<file path="src/pulse_map.svh">
`ifndef PULSE_MAP_SVH
`define PULSE_MAP_SVH

// ****************************************************************
// Register indices; byte address is four times the index
// ****************************************************************
`define IDX_CONTROL_MAIN 6'h25
`define IDX_DUTY_A 6'h26
`define IDX_DUTY_B 6'h27
`define IDX_WIDTH_SELECT 6'h2b
`define ADR_IDX_MSB 7
`define ADR_IDX_LSB 2
`define SEL_LANE_LOW 0

// ****************************************************************
// Field positions
// ****************************************************************
`define CTL_A_PS_LSB 0
`define CTL_A_PS_MSB 2
`define CTL_A_EN 3
`define CTL_B_PS_LSB 4
`define CTL_B_PS_MSB 6
`define CTL_B_EN 7
`define WSEL_MODE 0
`define WSEL_LVR 7
`define WSEL_MASK 8'h81

// ****************************************************************
// Reset values and counting limits
// ****************************************************************
`define RST_CONTROL_MAIN 8'h00
`define RST_WIDTH_SELECT 8'h00
`define RST_DUTY 8'h00
`define RD_ZERO 32'h00000000
`define PRESCALE_FULL 8'hff
`define PRESCALE_TOP_CODE 3'h7
`define PERIOD_LAST_NARROW 16'h00ff
`define PERIOD_LAST_WIDE 16'hffff

`endif

</file>
<file path="src/pulse_pkg.sv">
package pulse_pkg;

  // ****************************************************************
  // Shared types
  // ****************************************************************
  typedef logic [7:0] byte_t;
  typedef logic [2:0] prescale_t;
  typedef logic [15:0] duty_t;
  typedef logic [5:0] reg_idx_t;

  // Bus slave handshake phases
  typedef enum logic {
    BUS_IDLE,
    BUS_ACK
  } bus_state_e;

endpackage

</file>
<file path="src/dual_channel_pwm_unit.sv">
// The Wishbone slave port and the register addresses were decided locally.
`include "pulse_map.svh"

// What this block does
// - Two independent pulse channels A and B, 8-bit duty in normal mode.
// - Each period counter advances on its channel's prescaled oscillator clock.
// - Writing one to a channel enable bit starts its pulse output, except channel B in wide mode, which stays parked.
// - A disabled channel leaves its pin undriven, high impedance.
// - Prescale code 0 divides by 2, each step doubles, code 7 divides by 256.
// - Narrow mode period is 256 prescaled clocks.
// - Wide mode period is 65536 prescaled clocks.
// - Width select bit: zero gives 8-bit, one gives 16-bit operation.
// - Wide mode duty: channel B register high byte, channel A low byte.
// - Wide mode waveform appears only on channel A.
// - Narrow mode channel A duty is its register over 256.
// - Narrow mode channel B duty is its register over 256.
// - Wide mode duty is the joined value over 65536.
// - Channel B drives port two bit zero as alternate function.
// - Channel A drives port three bit six as alternate function.
// - Width select register bit 7 holds low voltage reset enable, kept separately.
module dual_channel_pwm_unit (
  input wire logic clk_i,
  input wire logic rst_i,
  input wire logic wb_cyc_i,
  input wire logic wb_stb_i,
  input wire logic wb_we_i,
  input wire logic [7:0] wb_adr_i,
  input wire logic [3:0] wb_sel_i,
  input wire logic [31:0] wb_dat_i,
  output logic [31:0] wb_dat_o,
  output logic wb_ack_o,
  output logic port_three_bit_six_o,
  output logic port_three_bit_six_oe_n_o,
  output logic port_two_bit_zero_o,
  output logic port_two_bit_zero_oe_n_o,
  output logic low_voltage_reset_enable_o
);
  import pulse_pkg::*;

  // ****************************************************************
  // Declarations
  // ****************************************************************
  bus_state_e bus_q, bus_d;
  logic ack_q, ack_d;
  logic [31:0] rdata_q, rdata_d;
  byte_t control_main_q, control_main_d;
  byte_t width_select_q, width_select_d;
  byte_t duty_a_q, duty_a_d;
  byte_t duty_b_q, duty_b_d;
  reg_idx_t idx;
  byte_t wbyte;
  logic wr_low;

  logic channel_a_enable, channel_b_enable;
  prescale_t channel_a_prescale, channel_b_prescale;
  logic wide_mode;
  logic run_a, run_b;
  logic tick_a, tick_b;
  logic level_a, level_b;
  duty_t duty_for_a, duty_for_b;

  logic pin_a_q, pin_a_d;
  logic pin_a_oe_n_q, pin_a_oe_n_d;
  logic pin_b_q, pin_b_d;
  logic pin_b_oe_n_q, pin_b_oe_n_d;
  logic lvr_q, lvr_d;

  // ****************************************************************
  // Wishbone slave
  // ****************************************************************

  // Decode the word index and the low byte lane
  assign idx = wb_adr_i[`ADR_IDX_MSB:`ADR_IDX_LSB];
  assign wbyte = wb_dat_i[7:0];
  assign wr_low = wb_we_i && wb_sel_i[`SEL_LANE_LOW];

  // One-cycle ack; writes commit on the edge that raises ack
  always_comb begin
    bus_d = bus_q;
    ack_d = 1'b0;
    rdata_d = rdata_q;
    control_main_d = control_main_q;
    width_select_d = width_select_q;
    duty_a_d = duty_a_q;
    duty_b_d = duty_b_q;
    unique case (bus_q)
      BUS_IDLE: begin
        if (wb_cyc_i && wb_stb_i) begin
          bus_d = BUS_ACK;
          ack_d = 1'b1;
          rdata_d = `RD_ZERO;
          unique case (idx)
            `IDX_CONTROL_MAIN: begin
              rdata_d[7:0] = control_main_q;
              if (wr_low) begin
                control_main_d = wbyte;
              end
            end
            `IDX_WIDTH_SELECT: begin
              rdata_d[7:0] = width_select_q;
              if (wr_low) begin
                // Only mode and low voltage reset bits exist; others read zero
                width_select_d = wbyte & `WSEL_MASK;
              end
            end
            `IDX_DUTY_A: begin
              rdata_d[7:0] = duty_a_q;
              if (wr_low) begin
                duty_a_d = wbyte;
              end
            end
            `IDX_DUTY_B: begin
              rdata_d[7:0] = duty_b_q;
              if (wr_low) begin
                duty_b_d = wbyte;
              end
            end
            default: begin
              rdata_d = `RD_ZERO; // Unmapped: acked, reads zero, writes dropped
            end
          endcase
        end
      end
      BUS_ACK: begin
        // Gap cycle keeps a still-held strobe from being taken twice
        bus_d = BUS_IDLE;
      end
    endcase
  end

  always_ff @(posedge clk_i) begin
    if (rst_i) begin
      bus_q <= BUS_IDLE;
      ack_q <= 1'b0;
      rdata_q <= `RD_ZERO;
      control_main_q <= `RST_CONTROL_MAIN;
      width_select_q <= `RST_WIDTH_SELECT;
      duty_a_q <= `RST_DUTY;
      duty_b_q <= `RST_DUTY;
    end else begin
      bus_q <= bus_d;
      ack_q <= ack_d;
      rdata_q <= rdata_d;
      control_main_q <= control_main_d;
      width_select_q <= width_select_d;
      duty_a_q <= duty_a_d;
      duty_b_q <= duty_b_d;
    end
  end

  // ****************************************************************
  // Field extraction and mode steering
  // ****************************************************************

  // Control fields for both channels
  assign channel_a_enable = control_main_q[`CTL_A_EN];
  assign channel_b_enable = control_main_q[`CTL_B_EN];
  assign channel_a_prescale = control_main_q[`CTL_A_PS_MSB:`CTL_A_PS_LSB];
  assign channel_b_prescale = control_main_q[`CTL_B_PS_MSB:`CTL_B_PS_LSB];
  assign wide_mode = width_select_q[`WSEL_MODE];

  // Channel B is parked in wide mode since its register feeds the high byte
  assign run_a = channel_a_enable;
  assign run_b = channel_b_enable && !wide_mode;
  assign duty_for_a = wide_mode ? {duty_b_q, duty_a_q} : {8'h00, duty_a_q};
  assign duty_for_b = {8'h00, duty_b_q};

  // ****************************************************************
  // Channel engines
  // ****************************************************************

  // Prescaler and period counter for channel A
  prescale_divider u_div_a (
    .clk_i(clk_i),
    .rst_i(rst_i),
    .run_i(run_a),
    .ratio_i(channel_a_prescale),
    .tick_o(tick_a)
  );

  pwm_period_channel u_chan_a (
    .clk_i(clk_i),
    .rst_i(rst_i),
    .run_i(run_a),
    .tick_i(tick_a),
    .wide_i(wide_mode),
    .duty_i(duty_for_a),
    .level_o(level_a)
  );

  // Channel B always counts the narrow period
  prescale_divider u_div_b (
    .clk_i(clk_i),
    .rst_i(rst_i),
    .run_i(run_b),
    .ratio_i(channel_b_prescale),
    .tick_o(tick_b)
  );

  pwm_period_channel u_chan_b (
    .clk_i(clk_i),
    .rst_i(rst_i),
    .run_i(run_b),
    .tick_i(tick_b),
    .wide_i(1'b0),
    .duty_i(duty_for_b),
    .level_o(level_b)
  );

  // ****************************************************************
  // Pin drivers
  // ****************************************************************

  // Enables are active low; a stopped channel floats its pin
  always_comb begin
    pin_a_d = run_a && level_a;
    pin_a_oe_n_d = !run_a;
    pin_b_d = run_b && level_b;
    pin_b_oe_n_d = !run_b;
    lvr_d = width_select_q[`WSEL_LVR];
  end

  always_ff @(posedge clk_i) begin
    if (rst_i) begin
      pin_a_q <= 1'b0;
      pin_a_oe_n_q <= 1'b1;
      pin_b_q <= 1'b0;
      pin_b_oe_n_q <= 1'b1;
      lvr_q <= 1'b0;
    end else begin
      pin_a_q <= pin_a_d;
      pin_a_oe_n_q <= pin_a_oe_n_d;
      pin_b_q <= pin_b_d;
      pin_b_oe_n_q <= pin_b_oe_n_d;
      lvr_q <= lvr_d;
    end
  end

  assign wb_ack_o = ack_q;
  assign wb_dat_o = rdata_q;
  assign port_three_bit_six_o = pin_a_q;
  assign port_three_bit_six_oe_n_o = pin_a_oe_n_q;
  assign port_two_bit_zero_o = pin_b_q;
  assign port_two_bit_zero_oe_n_o = pin_b_oe_n_q;
  assign low_voltage_reset_enable_o = lvr_q;
endmodule

</file>
<file path="src/prescale_divider.sv">
`include "pulse_map.svh"

module prescale_divider (
  input wire logic clk_i,
  input wire logic rst_i,
  input wire logic run_i,
  input wire pulse_pkg::prescale_t ratio_i,
  output logic tick_o
);
  import pulse_pkg::*;

  byte_t count_q, count_d;
  byte_t last;
  logic tick_q, tick_d;

  // Divide by two to the power ratio plus one; idle divider stays cleared
  always_comb begin
    last = `PRESCALE_FULL >> (`PRESCALE_TOP_CODE - ratio_i);
    count_d = count_q + 8'h01;
    tick_d = 1'b0;
    if (!run_i) begin
      count_d = 8'h00;
    end else if (count_q >= last) begin
      count_d = 8'h00;
      tick_d = 1'b1;
    end
  end

  always_ff @(posedge clk_i) begin
    if (rst_i) begin
      count_q <= 8'h00;
      tick_q <= 1'b0;
    end else begin
      count_q <= count_d;
      tick_q <= tick_d;
    end
  end

  assign tick_o = tick_q;
endmodule

</file>
<file path="src/pwm_period_channel.sv">
`include "pulse_map.svh"

module pwm_period_channel (
  input wire logic clk_i,
  input wire logic rst_i,
  input wire logic run_i,
  input wire logic tick_i,
  input wire logic wide_i,
  input wire pulse_pkg::duty_t duty_i,
  output logic level_o
);
  import pulse_pkg::*;

  duty_t count_q, count_d;
  duty_t shadow_q, shadow_d;
  duty_t last;
  logic level_q, level_d;

  // Period counter with duty shadow reloaded at the wrap and while stopped
  always_comb begin
    last = wide_i ? `PERIOD_LAST_WIDE : `PERIOD_LAST_NARROW;
    count_d = count_q;
    shadow_d = shadow_q;
    if (!run_i) begin
      count_d = 16'h0000;
      shadow_d = duty_i;
    end else if (tick_i) begin
      // Greater-or-equal catches a count left high by a mode change
      if (count_q >= last) begin
        count_d = 16'h0000;
        shadow_d = duty_i;
      end else begin
        count_d = count_q + 16'h0001;
      end
    end
    level_d = run_i && (count_d < shadow_d);
  end

  always_ff @(posedge clk_i) begin
    if (rst_i) begin
      count_q <= 16'h0000;
      shadow_q <= 16'h0000;
      level_q <= 1'b0;
    end else begin
      count_q <= count_d;
      shadow_q <= shadow_d;
      level_q <= level_d;
    end
  end

  assign level_o = level_q;
endmodule

</file>
<file path="config.mk">
export PLATFORM = sky130hd
export DESIGN_NAME = dual_channel_pwm_unit
export DESIGN_NICKNAME = d
export VERILOG_FILES = /design/src/pulse_pkg.sv /design/src/dual_channel_pwm_unit.sv /design/src/prescale_divider.sv /design/src/pwm_period_channel.sv
export VERILOG_INCLUDE_DIRS = /design/src
export SDC_FILE = /design/constraint.sdc
export NUM_CORES = 1
export LEC_CHECK = 0
export ABC_AREA = 1
export BUFFER_PORTS_ARGS = -buffer_cell sky130_fd_sc_hd__buf_2
export CAP_MARGIN = 20
export CORE_MARGIN = 2
export CORE_UTILIZATION = 45
export DETAILED_ROUTE_END_ITERATION = 10
export MAX_ROUTING_LAYER = met4
export PLACE_DENSITY = 0.62
export REMOVE_ABC_BUFFERS = 1
export SLEW_MARGIN = 20
export SYNTH_ARGS = -nofsm -noshare
export SYNTH_HDL_FRONTEND = slang
export SYNTH_HIERARCHICAL = 1
export SYNTH_SLANG_ARGS = --single-unit
</file>
<file path="constraint.sdc">
create_clock -name clk_i -period 3.23 [get_ports clk_i]
set_input_delay 0.1615 -clock clk_i [delete_from_list [all_inputs] [get_ports clk_i]]
set_output_delay 0.1615 -clock clk_i [all_outputs]
set_load 0.05 [all_outputs]
</file>
==> key figures <==
Run status
  – Status: complete, no violations

GRT
  – Overflow after GRT: 0
  – Vias in the first global route: 5265
  – Largest net degree at the start of global routing: 35
  – All-Layer GR Usage: 19.1%
  – First-pass GRT wire length: 24.9 mm
  – Initial antenna violation count: 0

Route
  – Final wirelength: 14.9 mm
  – DRT Pass-1 Iters: 5
  – Initial DRC count: 288
  – Met3 routed WL: 492 um
  – Post-route ant nets: 0
  – Residual DRC: 0
  – Top sig layer: met4
  – Met1 WL: 7.27 mm
  – Routed wl met2: 7.05 mm
  – Detailed-route via count: 5741
  – Vias per cell: 4.77
  – Routed WL per cell: 12.4 um

Yosys
  – Number of synthesized flops with an enable pin: 0
  – Commonest cells in the netlist: nand2_1 (152), nor2_1 (140), dfxtp_1 (124)
  – Share of synthesized flip-flops with an asynchronous set or reset: 0%
  – Syn avg cell area: 7.81 um^2
  – Synth area leaders: dfxtp_1 (34%), ha_1 (11%), nand2_1 (7.9%)
  – Synth unique cells: 43
  – Mapped cell area: 7260 um^2
  – Seq/Total Area, Yosys: 34.2%
  – Post-synthesis cell count: 930
  – Register bit total from synthesis: 124
  – Yosys top cell by area: dfxtp_1
  – YS warnings: 6
  – Dominant register cell in the synthesized netlist: dfxtp_1
  – Cell with the most instances after synthesis: nand2_1
  – Top-area cell type share of the netlist area: 34.2%

Clocking
  – Clk pin slew, worst setup/hold paths: 0.06 ns
  – CTS-repair resized insts: 0
  – CTS HTree Levels: 4
  – Clock root buffer: clkbuf_16
  – Clk_lat worst skew: 0.41 ns
  – Sink Count: 124
  – Hold-fix buffers, CTS: 0
  – Post-CTS Setup Repair Bufs: 0
  – Num CTS Buffers: 17
  – CTS tree: done
  – CTS Buffer Depth: 2

Timing
  – Period utilization: 91.0%
  – RSZ-0062 raised after global routing: false
  – Layout Skew: 0.00735 ns
  – Final Worst Setup Slack: 0.290 ns
  – Max Clock Freq: 340 MHz
  – Crit path time final: 2.94 ns
  – Final hold viol count: 0
  – Worst slew margin: 50.7%
  – Max-slew violation count: 0
  – Tightest Pin Transition: 0.739 ns
  – Setup tns final: 0 ns
  – Setup-failing EPs final: 0

Layout
  – FILL cells: 1584
  – Area Growth Syn to Fin: 11.8%
  – Final Util: 51.3%
  – Register area: 2480 um^2
  – Design area: 8120 um^2
  – Layout Nets: 1089
  – Layout cells sized above 1: 15.7%
  – Multi-input logic area: 4210 um^2
  – Inserted Diodes: 0

Worst setup path
  – Critical path type: flop to flop
  – CP Capture Type: flop
  – Worst Reg-to-Reg Cells: 18
  – WP data arrival: 3.28 ns
  – Reg-to-reg slack, setup: 0.29 ns
  – Data required, critical path: 3.57 ns
  – CP startpoint kind: flop
  – Worst Path Max Fanout: 18

Floorplan
  – Row cnt: 46
  – Die height: 131 um
  – Die Wd: 131 um
  – Die area: 17200 um^2
  – I/O pins: 87
  – Core area: 15800 um^2
  – Starting Density: 45.9%

Power
  – Power per cell area: 433 nW/um^2
  – Max VDD drop: 0.000365 V
  – LEAKAGE: 3.69 nW
  – Total power: 3.52 mW

Min path
  – Hold Crit Class: input pin to flop
  – WHS Path Cells: 3

Flow run
  – Max-Cap Viols: 0

Placed design
  – GPL Wtd Cong: 0.806
  – Hpwl dp: 11.1 mm
  – Place WS: 0.264 ns
  – Number of port buffers: 33
  – Post-DP Area: 7560 um^2
## cells by family after synthesis
| logic type | count (synthesis) | synth area share, % |
|---|---|---|
| and+or+nand+nor | 462 | 31.5 |
| adders and majority gates | 64 | 11.0 |
| muxes | 30 | 4.14 |
| AOI/OAI and AO/OA | 77 | 5.76 |
| xor gates and xnor gates | 32 | 3.86 |
| DFF | 124 | 34.2 |
| buffers and inverters | 140 | 9.48 |
| other | 1 | 0.0517 |
## layout make-up
type / count / area share, %
Inverter: 93 / 4.47
Clock buffer: 22 / 5.72
Clock inverter: 9 / 1.17
Tap cell: 216 / 3.33
Sequential cell: 124 / 30.6
Multi-Input combinational cell: 698 / 51.9
Timing Repair Buffer: 42 / 2.87
## power by group
part	internal (mW)	switching, mW
registers	1.54	0.00227
logic	0.0285	0.133
clock network	1.16	0.655
total	2.73	0.791
## sequential cells by signal, indices dropped and copies added, names as in the netlist
name / count
low_voltage_reset_enable_o: 1
u_chan_b/shadow_q: 16
u_chan_b/level_o: 1
u_div_a/count_q: 8
bus_q: 1
u_div_b/tick_o: 1
port_two_bit_zero_o: 1
width_select_q: 2
u_div_a/tick_o: 1
wb_dat_o: 8
u_chan_a/count_q: 16
u_chan_b/count_q: 16
u_chan_a/level_o: 1
port_two_bit_zero_oe_n_o: 1
port_three_bit_six_oe_n_o: 1
duty_b_q: 8
duty_a_q: 8
port_three_bit_six_o: 1
control_main_q: 8
u_div_b/count_q: 8
u_chan_a/shadow_q: 16
## per-stage QoR
stage,hold WS (ns),instances
final,0.0569,1204
after global routing,0.0457,1204
after CTS,0.0364,1204
after detailed placement,0.412,1173
after global placement,0.405,1173
after floorplan,0.231,915
## routing by layer
metal,global-route usage [%],vias up
met4,5.13,0
met2,30.6,73
met1,24.3,2584
li1,-,3072
met3,4.32,12
met5,-,-
## worst paths after layout
check | startpoint | endpoint
setup / recovery | width_select_q[0]$_SDFFE_PP0P_ | u_chan_a/level_o$_SDFF_PP0_
hold / removal | wb_dat_i[4] | duty_b_q[4]$_SDFFE_PP0P_
setup reg to reg | width_select_q[0]$_SDFFE_PP0P_ | u_chan_a/level_o$_SDFF_PP0_
hold reg to reg | u_chan_b/level_o$_SDFF_PP0_ | port_two_bit_zero_o$_SDFF_PP0_
## cells in the final DEF, fill, tap and decap left out, types with 18 or more instances in the layout
cell type	instances
nand2_1	152
nor2_1	140
dfxtp_1	124
inv_1	83
ha_1	64
nand3_1	47
a21oi_1	33
conb_1	33
buf_2	33
o21ai_0	32
nor3_1	32
mux2i_1	30
nor2_2	29
xor2_1	18
## worst max-delay path, stage by stage, from the launching register on
cell	delay [ns]
dfxtp_1	0.36
inv_1	0.16
ha_1	0.34
nand2_1	0.05
inv_1	0.06
nand2_1	0.07
nor2_1	0.10
nand2_1	0.06
nand3_2	0.10
nand2_4	0.07
nand2_4	0.27
buf_4	0.25
nor2_1	0.06
ha_1	0.31
a21oi_1	0.14
nor2_1	0.06
a211oi_1	0.17
nand2_1	0.13
a21oi_2	0.13
Power figures use the tool's default switching activity.
